`config.mk`:
```
export PLATFORM = sky130hd
export DESIGN_NAME = ioxp_top
export DESIGN_NICKNAME = d
export VERILOG_FILES = /design/src/hdl/ioxp_pkg.sv /design/src/hdl/ioxp_bus_if.sv /design/src/hdl/ioxp_line_sync.sv /design/src/hdl/ioxp_top.sv
export VERILOG_INCLUDE_DIRS = /design/src /design/src/hdl
export SDC_FILE = /design/constraint.sdc
export NUM_CORES = 1
export LEC_CHECK = 0
export ABC_AREA = 0
export BUFFER_PORTS_ARGS = -buffer_cell sky130_fd_sc_hd__buf_2
export CAP_MARGIN = 20
export CORE_MARGIN = 10
export CORE_UTILIZATION = 56
export DETAILED_ROUTE_END_ITERATION = 6
export GPL_ROUTABILITY_DRIVEN = 1
export HOLD_SLACK_MARGIN = 0.03
export PLACE_DENSITY = 0.76
export SLEW_MARGIN = 20
export SYNTH_ARGS = -nofsm -noshare
export SYNTH_HDL_FRONTEND = slang
export SYNTH_SLANG_ARGS = --single-unit
```
`constraint.sdc`:
```
create_clock -name core_clk -period 6.2 [get_ports core_clk]
set_clock_uncertainty 0.2 [all_clocks]
set_input_delay 0.62 -clock core_clk [delete_from_list [all_inputs] [get_ports core_clk]]
set_output_delay 0.62 -clock core_clk [all_outputs]
set_load 0.005 [all_outputs]
```
`src/hdl/ioxp_cfg.svh`:
```
`ifndef IOXP_CFG_SVH
`define IOXP_CFG_SVH
`define IOXP_ADDR_FIXED 4'h4
`define IOXP_SEL_INPUT 2'h0
`define IOXP_SEL_OUTPUT 2'h1
`define IOXP_SEL_POLAR 2'h2
`define IOXP_SEL_DIR 2'h3
`define IOXP_OUT_RST 8'hFF
`define IOXP_POL_RST 8'h00
`define IOXP_DIR_RST 8'hFF
`define IOXP_CMD_RST 8'h00
`endif

```
`src/hdl/ioxp_pkg.sv`:
```
package ioxp_pkg;
	typedef enum logic [2:0] {
		ST_IDLE,
		ST_ADDR,
		ST_ADDR_ACK,
		ST_WR_BYTE,
		ST_WR_ACK,
		ST_RD_BYTE,
		ST_RD_ACK
	} ioxp_state_t;
endpackage

```
`src/hdl/ioxp_bus_if.sv`:
```
`timescale 1ns/1ps
interface ioxp_bus_if;
	logic scl_rise;
	logic scl_fall;
	logic scl_lvl;
	logic sda_lvl;
	logic start;
	logic stop;
	modport front (output scl_rise, output scl_fall, output scl_lvl, output sda_lvl,
		output start, output stop);
	modport core (input scl_rise, input scl_fall, input scl_lvl, input sda_lvl,
		input start, input stop);
endinterface

```
`src/hdl/ioxp_line_sync.sv`:
```
`timescale 1ns/1ps
module ioxp_line_sync
	import ioxp_pkg::*;
(
	input wire logic core_clk,
	input wire logic rst,
	input wire logic scl_in,
	input wire logic sda_in,
	ioxp_bus_if.front bus
);
	// ----------------------------------------
	// Three-flop sync then edge detection
	// ----------------------------------------
	logic [1:0] scl_s1_q, scl_s1_d;
	logic [1:0] scl_s2_q, scl_s2_d;
	logic [1:0] sda_s1_q, sda_s1_d;
	logic [1:0] sda_s2_q, sda_s2_d;

	always_comb begin
		scl_s1_d = {scl_s1_q[0], scl_in};
		sda_s1_d = {sda_s1_q[0], sda_in};
		scl_s2_d = {scl_s2_q[0], scl_s1_q[1]};
		sda_s2_d = {sda_s2_q[0], sda_s1_q[1]};
	end

	always_ff @(posedge core_clk) begin
		if (rst) begin
			scl_s1_q <= 2'h3;
			sda_s1_q <= 2'h3;
			scl_s2_q <= 2'h3;
			sda_s2_q <= 2'h3;
		end else begin
			scl_s1_q <= scl_s1_d;
			sda_s1_q <= sda_s1_d;
			scl_s2_q <= scl_s2_d;
			sda_s2_q <= sda_s2_d;
		end
	end

	assign bus.scl_lvl = scl_s2_q[0];
	assign bus.sda_lvl = sda_s2_q[0];
	assign bus.scl_rise = scl_s2_q[0] & ~scl_s2_q[1];
	assign bus.scl_fall = ~scl_s2_q[0] & scl_s2_q[1];
	assign bus.start = scl_s2_q[0] & scl_s2_q[1] & ~sda_s2_q[0] & sda_s2_q[1];
	assign bus.stop = scl_s2_q[0] & scl_s2_q[1] & sda_s2_q[0] & ~sda_s2_q[1];
endmodule // ioxp_line_sync

```
`src/hdl/ioxp_top.sv`:
```
`timescale 1ns/1ps
`include "ioxp_cfg.svh"
module ioxp_top
	import ioxp_pkg::*;
#(
	parameter int PORT_W = 8
) (
	input wire logic core_clk,
	input wire logic rst,
	input wire logic scl_in,
	input wire logic sda_in,
	output logic sda_out,
	output logic sda_oe,
	input wire logic strap_addr_bit2,
	input wire logic strap_addr_bit1,
	input wire logic strap_addr_bit0,
	input wire logic [PORT_W-1:0] gp_port_pins_in,
	output logic [PORT_W-1:0] gp_port_pins_out,
	output logic [PORT_W-1:0] gp_port_pins_oe,
	output logic alert_n_out,
	output logic alert_n_oe
);
	// ----------------------------------------
	// Line front end
	// ----------------------------------------
	ioxp_bus_if bus ();
	ioxp_line_sync ioxp_line_sync_inst (
		.core_clk(core_clk),
		.rst(rst),
		.scl_in(scl_in),
		.sda_in(sda_in),
		.bus(bus)
	);

	// ----------------------------------------
	// Pin and strap sync
	// ----------------------------------------
	logic [PORT_W-1:0] pin_s1_q, pin_s2_q;
	logic [2:0] strap_s1_q, strap_s2_q;
	always_ff @(posedge core_clk) begin
		if (rst) begin
			pin_s1_q <= '0;
			pin_s2_q <= '0;
			strap_s1_q <= 3'h0;
			strap_s2_q <= 3'h0;
		end else begin
			pin_s1_q <= gp_port_pins_in;
			pin_s2_q <= pin_s1_q;
			strap_s1_q <= {strap_addr_bit2, strap_addr_bit1, strap_addr_bit0};
			strap_s2_q <= strap_s1_q;
		end
	end

	// ----------------------------------------
	// Serial state machine and registers
	// ----------------------------------------
	ioxp_state_t state_q, state_d;
	logic [7:0] shift_q, shift_d;
	logic [3:0] bit_q, bit_d;
	logic rw_q, rw_d;
	logic cmd_pend_q, cmd_pend_d;
	logic [7:0] cmd_q, cmd_d;
	logic [PORT_W-1:0] out_q, out_d, pol_q, pol_d, dir_q, dir_d;
	logic [PORT_W-1:0] cap_q, cap_d;
	logic sda_drv_q, sda_drv_d;
	logic alert_clr;
	logic [PORT_W-1:0] rd_val;
	logic rd_acked_q, rd_acked_d;

	always_comb begin
		case (cmd_q[1:0])
			`IOXP_SEL_INPUT: rd_val = pin_s2_q ^ pol_q;
			`IOXP_SEL_OUTPUT: rd_val = out_q;
			`IOXP_SEL_POLAR: rd_val = pol_q;
			default: rd_val = dir_q;
		endcase
	end

	always_comb begin
		state_d = state_q;
		shift_d = shift_q;
		bit_d = bit_q;
		rw_d = rw_q;
		cmd_pend_d = cmd_pend_q;
		cmd_d = cmd_q;
		out_d = out_q;
		pol_d = pol_q;
		dir_d = dir_q;
		sda_drv_d = sda_drv_q;
		rd_acked_d = rd_acked_q;
		alert_clr = 1'b0;
		if (bus.stop) begin
			state_d = ST_IDLE;
			sda_drv_d = 1'b0;
		end else if (bus.start) begin
			state_d = ST_ADDR;
			bit_d = 4'h0;
			sda_drv_d = 1'b0;
		end else begin
			case (state_q)
				ST_IDLE: begin
				end
				ST_ADDR, ST_WR_BYTE: begin
					if (bus.scl_rise) begin
						shift_d = {shift_q[6:0], bus.sda_lvl};
						bit_d = bit_q + 4'h1;
					end else if (bus.scl_fall && bit_q == 4'h8) begin
						bit_d = 4'h0;
						if (state_q == ST_ADDR) begin
							if (shift_q[7:1] == {`IOXP_ADDR_FIXED, strap_s2_q}) begin
								state_d = ST_ADDR_ACK;
								rw_d = shift_q[0];
								cmd_pend_d = ~shift_q[0];
								sda_drv_d = 1'b1;
							end else begin
								state_d = ST_IDLE;
							end
						end else begin
							state_d = ST_WR_ACK;
							sda_drv_d = 1'b1;
						end
					end
				end
				ST_ADDR_ACK: begin
					if (bus.scl_fall) begin
						sda_drv_d = 1'b0;
						if (rw_q) begin
							state_d = ST_RD_BYTE;
							shift_d = rd_val;
							sda_drv_d = ~rd_val[7];
							bit_d = 4'h1;
						end else begin
							state_d = ST_WR_BYTE;
						end
					end
				end
				ST_WR_ACK: begin
					if (bus.scl_rise) begin
						if (cmd_pend_q) begin
							cmd_d = shift_q;
							cmd_pend_d = 1'b0;
						end else begin
							case (cmd_q[1:0])
								`IOXP_SEL_OUTPUT: out_d = shift_q;
								`IOXP_SEL_POLAR: pol_d = shift_q;
								`IOXP_SEL_DIR: dir_d = shift_q;
								default: ;
							endcase
						end
					end else if (bus.scl_fall) begin
						sda_drv_d = 1'b0;
						state_d = ST_WR_BYTE;
					end
				end
				ST_RD_BYTE: begin
					if (bus.scl_fall) begin
						if (bit_q == 4'h8) begin
							sda_drv_d = 1'b0;
							state_d = ST_RD_ACK;
						end else begin
							sda_drv_d = ~shift_q[7 - bit_q[2:0]];
							bit_d = bit_q + 4'h1;
						end
					end
				end
				ST_RD_ACK: begin
					if (bus.scl_rise) begin
						rd_acked_d = ~bus.sda_lvl;
						if (cmd_q[1:0] == `IOXP_SEL_INPUT) alert_clr = 1'b1;
					end else if (bus.scl_fall) begin
						if (rd_acked_q) begin
							state_d = ST_RD_BYTE;
							shift_d = rd_val;
							sda_drv_d = ~rd_val[7];
							bit_d = 4'h1;
						end else begin
							state_d = ST_IDLE;
						end
					end
				end
				default: state_d = ST_IDLE;
			endcase
		end
	end

	// ----------------------------------------
	// Change detection
	// ----------------------------------------
	logic [PORT_W-1:0] diff;
	logic alert_q, alert_d;
	always_comb begin
		diff = (pin_s2_q ^ cap_q) & dir_q;
		cap_d = alert_clr ? pin_s2_q : cap_q;
		alert_d = (|diff) & ~alert_clr;
	end

	always_ff @(posedge core_clk) begin
		if (rst) begin
			state_q <= ST_IDLE;
			shift_q <= 8'h00;
			bit_q <= 4'h0;
			rw_q <= 1'b0;
			cmd_pend_q <= 1'b0;
			cmd_q <= `IOXP_CMD_RST;
			out_q <= `IOXP_OUT_RST;
			pol_q <= `IOXP_POL_RST;
			dir_q <= `IOXP_DIR_RST;
			cap_q <= '0;
			sda_drv_q <= 1'b0;
			rd_acked_q <= 1'b0;
			alert_q <= 1'b0;
		end else begin
			state_q <= state_d;
			shift_q <= shift_d;
			bit_q <= bit_d;
			rw_q <= rw_d;
			cmd_pend_q <= cmd_pend_d;
			cmd_q <= cmd_d;
			out_q <= out_d;
			pol_q <= pol_d;
			dir_q <= dir_d;
			cap_q <= cap_d;
			sda_drv_q <= sda_drv_d;
			rd_acked_q <= rd_acked_d;
			alert_q <= alert_d;
		end
	end

	assign sda_out = 1'b0;
	assign sda_oe = sda_drv_q;
	assign alert_n_out = 1'b0;
	assign alert_n_oe = alert_q;
	assign gp_port_pins_out = out_q;
	assign gp_port_pins_oe = ~dir_q;

	// ----------------------------------------
	// Checks
	// ----------------------------------------
	a_alert_pull_only: assert property (@(posedge core_clk) disable iff (rst)
		alert_n_out == 1'b0) else $error("alert drives high");
	a_alert_on_change: assert property (@(posedge core_clk) disable iff (rst)
		(|((pin_s2_q ^ cap_q) & dir_q)) && !alert_clr |=> alert_n_oe)
		else $error("change not flagged");
	a_alert_revert: assert property (@(posedge core_clk) disable iff (rst)
		((pin_s2_q ^ cap_q) & dir_q) == '0 |=> !alert_n_oe)
		else $error("alert not withdrawn");
	a_alert_read_clr: assert property (@(posedge core_clk) disable iff (rst)
		alert_clr |=> !alert_n_oe && cap_q == $past(pin_s2_q))
		else $error("read did not clear");
	a_out_no_alert: assert property (@(posedge core_clk) disable iff (rst)
		!alert_n_oe && $stable(dir_q) && $stable(pin_s2_q & dir_q) |=> !alert_n_oe)
		else $error("output pin raised alert");
	a_stop_idles: assert property (@(posedge core_clk) disable iff (rst)
		bus.stop |=> state_q == ST_IDLE && !sda_oe) else $error("stop ignored");
	a_cmd_kept: assert property (@(posedge core_clk) disable iff (rst)
		bus.start |=> $stable(cmd_q)) else $error("selection lost");
	a_dir_drive: assert property (@(posedge core_clk) disable iff (rst)
		gp_port_pins_oe == ~dir_q && gp_port_pins_out == out_q)
		else $error("pin drive wrong");
endmodule // ioxp_top
```
* Word level (Yosys, flattened, before mapping)
Cells that the tools add are included.
Word-level totals: logic and storage cells 175, input bits 15, bits in registers 84
Cells by class: eq/ne operators 41, mux-type cells 61, bitwise gates (word level) 25, reduce and logical (&&, ||, !) cells 23, order comparisons 1, add/sub/neg operators 2
Operators with widths (count):
- 8-bit two-way mux | 6
- 8-bit case mux with 3 select lines | 2
- 4-bit two-way mux | 10
- 3-bit inequality test (second input constant) | 13
- 3-bit two-way mux | 12
- 32-bit by 4-bit less-than comparator with 1-bit output (second input constant) | 1
- 2-bit inequality test (second input constant) | 16
- 10-bit AND reduction | 3
- 1-bit two-way mux | 25
- 3-bit case mux with 6 select lines | 1
- 6-bit AND reduction | 3
- 4-bit case mux with 4 select lines | 1
- 8-bit XOR | 2
- 1-bit NOT | 13
- 11-bit AND reduction | 1
- 5-bit nonzero test | 2
- 3-bit equality test (second input constant) | 3
- 9-bit AND reduction | 1
- 1-bit AND | 8
- 8-bit AND | 1
- 8-bit NOT | 1
- 8-bit AND reduction | 1
- 8-bit OR reduction | 1
- 7-bit by 6-bit equality test with 1-bit output | 1
- other kinds (22) | 25

* Depth between registers and ports, before layout
word-level depth 8, gate-level depth with buffers 8, depth with buffers taken out 7

* Hierarchy
A second synthesis with hierarchy kept.
Unflattened totals: cell total of the unflattened synthesis 400, area total of the unflattened synthesis 3816.2 sq um
Modules (own cells, without submodules):
- ioxp_top | cells each 380, area an instance 3573.4 sq um, times used 1
- ioxp_line_sync | cells each 20, area an instance 242.7 sq um, times used 1

* Worst setup path before layout
Ideal clock, no wire load.
path kind reg2reg, start register bit_q[0], end register bit_q[1], clock period less this slack 2.001 ns, arrival time 1.721 ns, stages on the path, launching flop included 8, data required time 5.920 ns, setup time 0.080 ns, path slack 4.199 ns, cell sequence dfxtp_1 > inv_1 > ha_1 > nand3b_1 > a311o_2 > o311ai_2 > or3b_1 > a211oi_2
On the way: word-level cells in the longest chain between the ends 5, elaborated cells on any way between the ends 11
Ends and longest elaborated chain:
- start, declared | RTL line ioxp_top.sv:59 | logic [3:0] bit_q, bit_d;
- start signal, assigned | RTL line ioxp_top.sv:215 | bit_q <= bit_d;
- 4-bit by 1-bit adder with 4-bit output | RTL line ioxp_top.sv:106, ioxp_top.sv:162
- 4-bit two-way mux | RTL line ioxp_top.sv:157 | if (bit_q == 4'h8) begin
- 4-bit two-way mux | RTL line ioxp_top.sv:156 | if (bus.scl_fall) begin
- 4-bit case mux with 4 select lines | RTL line ioxp_top.sv:100 | case (state_q)
- 4-bit two-way mux | RTL line ioxp_top.sv:95 | end else if (bus.start) begin
Parallel ways exist; a longest one is shown, timed or not. The select of a mux whose other input is x is not followed. A chain may end at the register's enable or synchronous reset.

* Final worst setup path
start register state_q[2], end register out_q[2] (netlist: gp_port_pins_out[2])
On the way: word-level cells in the longest chain between the ends 2
Ends and longest elaborated chain:
- start, declared | RTL line ioxp_top.sv:57 | ioxp_state_t state_q, state_d;
- start signal, assigned | RTL line ioxp_top.sv:213 | state_q <= state_d;
- 3-bit equality test | RTL line ioxp_top.sv:100
- 6-bit AND reduction (no source line)
- end signal, assigned | RTL line ioxp_top.sv:205 | out_q <= `IOXP_OUT_RST;
- end signal, assigned | RTL line ioxp_top.sv:219 | out_q <= out_d;
- end, declared | RTL line ioxp_top.sv:63 | logic [PORT_W-1:0] out_q, out_d, pol_q, pol_d, dir_q, dir_d;
Every way passes these cells.

==> results by group <==
Die
  – Io pins: 35
  – Die Wd: 104 um
  – Row Count: 30
  – Die area: 10800 um2
  – Die Y: 104 um
  – Starting density of the core: 57.8%
  – Core outline area: 6790 um2

Clock network
  – Post-CTS setup repair buffer count: 0
  – Total CTS buffers: 9
  – Clk root buf: clkbuf_8
  – Post-CTS Resized: 0
  – Clock Pin Slew Worst Setup and Hold Paths: 90 ps
  – # hold bufs at CTS: 0
  – Clk_lat worst skew: 350 ps
  – Htree depth: 3
  – CTS max path bufs: 2
  – Sink Count: 84
  – CTS tree: done

Timing
  – Period utilisation layout: 44.0%
  – Slew HR: 34.9%
  – Worst slew pin tran: 974 ps
  – F_max: 367 MHz
  – RSZ-0062 raised after global routing: no
  – Final Max Slew Viols: 0
  – # setup viols final: 0
  – Final Hold Viols: 0
  – Fin Setup TNS: 0 ps
  – Min cycle time layout: 2730 ps

Finish
  – FILL cells: 588
  – Final nets: 451
  – Post-route non-filler standard cell count: 535
  – Number of diodes: 0
  – Fraction of layout cells with a size suffix above 1: 17.5%
  – Final design utilization: 63.2%
  – Post-layout instance area: 4290 um2
  – Area delta synth->final: 9.23%

GRT
  – Largest net degree at the start of global routing: 84
  – GRT Total Usage: 15.4%
  – Vias in the first global route: 2929
  – Initial antenna violation count: 0
  – First-pass GRT wire length: 14100 um
  – M2 GR Usage: 24.0%
  – Grt met1 use: 19.6%
  – Grt ovf: 0
  – GR Layer Usage met3: 4.58%
  – GRT Max-Usage Layer: met2

Worst hold path
  – Hold Path Class: reg -> reg

Worst setup path
  – Worst-path maximum fanout: 16
  – Kind of start point of the critical path: flip-flop
  – CP endpoint kind: flip-flop
  – Crit path max-delay cell type: nor4b_4
  – CP required: 6250 ps
  – Largest stage delay on the critical path: 780 ps
  – FF-to-FF setup slack: 3470 ps
  – Crit Path Class: reg -> reg
  – Top cell by count, worst path: and2b_1
  – Worst-path cell chain: and2b_1, nand3_2, nor4b_4, and2b_1, a211o_1
  – Worst EP arrival: 2770 ps

Placement
  – # placed instances: 519
  – Routability congestion estimate: 0.871
  – HPWL after DPL: 5590 um
  – Port Buf Inserts: 32
  – Placed instance area: 4110 um2

Detailed routing
  – DRC errors left: 0
  – ANT nets after route: 0
  – Iter 0 DRT Violations: 136
  – Routed WL: 8240 um
  – Routed wire per std cell: 15.4 um
  – Total number of vias: 3054
  – Post-DR vias/cell: 5.71
  – Drt pass-1 iters: 4

Synth
  – Yosys reg bits: 84
  – Netlist cell types: 55
  – Most common cell in the netlist: dfxtp_1
  – Mapped Cells: 416
  – Most used DFF post-synth: dfxtp_1
  – Post-synth ARST share: 0%
  – Syn_area_per_cell: 9.45 um2
  – Synth Warn #: 0
  – Synth Cell Area: 3930 um2
  – Synth top cells by count: 84 x dfxtp_1, 39 x nor2_1, 37 x nor2b_1
  – Synth area leader: dfxtp_1
  – Synth top area cells: dfxtp_1 43%, nor2b_1 5.9%, a211o_1 5.3%
  – Post-synth EDFFs: 0
  – Post-synthesis sequential area ratio: 42.8%
  – Post-synth top area share: 42.8%

Pwr
  – Max IR drop VDD: 168 uV
  – Leak: 1.55 nW
  – Pwr/cell area: 224 nW/um2

Run
  – Max-cap violations: 0

Outcome
  – Status: finished clean
==> flip-flops by register name (all words and copies together) (netlist names) <==
name and flops:
alert_n_oe 1, bit_q 4, cap_q 8, cmd_pend_q 1
cmd_q 2, dir_q 8, gp_port_pins_out 8, ioxp_line_sync_inst.scl_s1_q 2
ioxp_line_sync_inst.scl_s2_q 2, ioxp_line_sync_inst.sda_s1_q 2, ioxp_line_sync_inst.sda_s2_q 2, pin_s1_q 8
pin_s2_q 8, pol_q 8, rd_acked_q 1, rw_q 1
sda_oe 1, shift_q 8, state_q 3, strap_s1_q 3
strap_s2_q 3
==> power breakdown <==
| part | switching [mW] | internal (mW) | total (mW) |
|---|---|---|---|
| clock | 0.206 | 0.159 | 0.365 |
| combinational | 0.0217 | 0.0197 | 0.0414 |
| sequential | 0.00785 | 0.549 | 0.557 |
| total | 0.235 | 0.728 | 0.963 |
==> critical path: cells and delay by family (launching register included) <==
family	cells	cell delay [ps]
compound gates	1	260
flops	1	640
simple gates	4	1530
==> cell families (layout without fill, tap and decap cells) <==
| family | Yosys count | count (layout) | share of synthesized area, % |
|---|---|---|---|
| AOI/OAI and AO/OA | 79 | 79 | 14.9 |
| xor gates and xnor gates | 13 | 13 | 2.90 |
| adders and majority gates | 2 | 2 | 0.637 |
| buffers and inverters | 48 | 70 | 5.35 |
| DFF | 84 | 84 | 42.8 |
| muxes | 27 | 27 | 9.84 |
| other | 1 | 2 | 0.0954 |
| and+or+nand+nor | 162 | 162 | 23.5 |
==> through the flow <==
| step | power (mW) | hold WS (ps) | setup slack [ps] |
|---|---|---|---|
| 6_report | 0.963 | 207 | 3470 |
| 3_3_place_gp | 0.610 | 194 | 3470 |
| 2_1_floorplan | 0.600 | 189 | 4200 |
| 3_5_place_dp | 0.611 | 196 | 3490 |
| 4_1_cts | 0.971 | 216 | 3470 |
| 5_1_grt | 1.00 | 219 | 3280 |
==> cell usage in the layout (no fill, tap or decap), drive strengths merged, types with 7 or more instances in the layout <==
master  netlist  routed
dfxtp        84      84
nor2         39      39
nor2b        37      37
buf          13      33
a211o        24      24
inv          21      23
nand2        21      21
mux2i        18      18
a21oi        17      17
xnor2        13      13
clkbuf       14      10
nor3b        10      10
or2           9       9
nor3          9       9
mux4          9       9
o21ai         8       8
a211oi        8       8
nand2b        7       7
and2b         7       7
nand3         7       7
==> final timing paths <==
check | endpoint | startpoint | cells after the start
max | gp_port_pins_out[2]$_SDFFE_PP1P_ | state_q[2]$_SDFFE_PP0P_ | 5
min | ioxp_line_sync_inst.scl_s1_q[1]$_SDFF_PP1_ | ioxp_line_sync_inst.scl_s1_q[0]$_SDFF_PP1_ | 1
max reg2reg | gp_port_pins_out[2]$_SDFFE_PP1P_ | state_q[2]$_SDFFE_PP0P_ | 5
min reg2reg | ioxp_line_sync_inst.scl_s1_q[1]$_SDFF_PP1_ | ioxp_line_sync_inst.scl_s1_q[0]$_SDFF_PP1_ | 1
==> layout make-up <==
cell class | count | area [um2] | share of cell area (%)
clock inverter | 6 | 46.3 | 1.08
inverter | 21 | 78.8 | 1.84
sequential | 84 | 1680 | 39.2
timing repair buffer | 33 | 168 | 3.91
multi-input combinational | 285 | 2060 | 48.0
tap | 96 | 120 | 2.80
clock buffer | 10 | 138 | 3.21
==> routing by layer <==
layer | part of all wire [%] | wire, um
met5 | 0 | 0
met3 | 6.0 | 495
met1 | 46 | 3780
met4 | 1.5 | 124
met2 | 47 | 3840
Note: power is estimated with default switching activity, not from simulation.
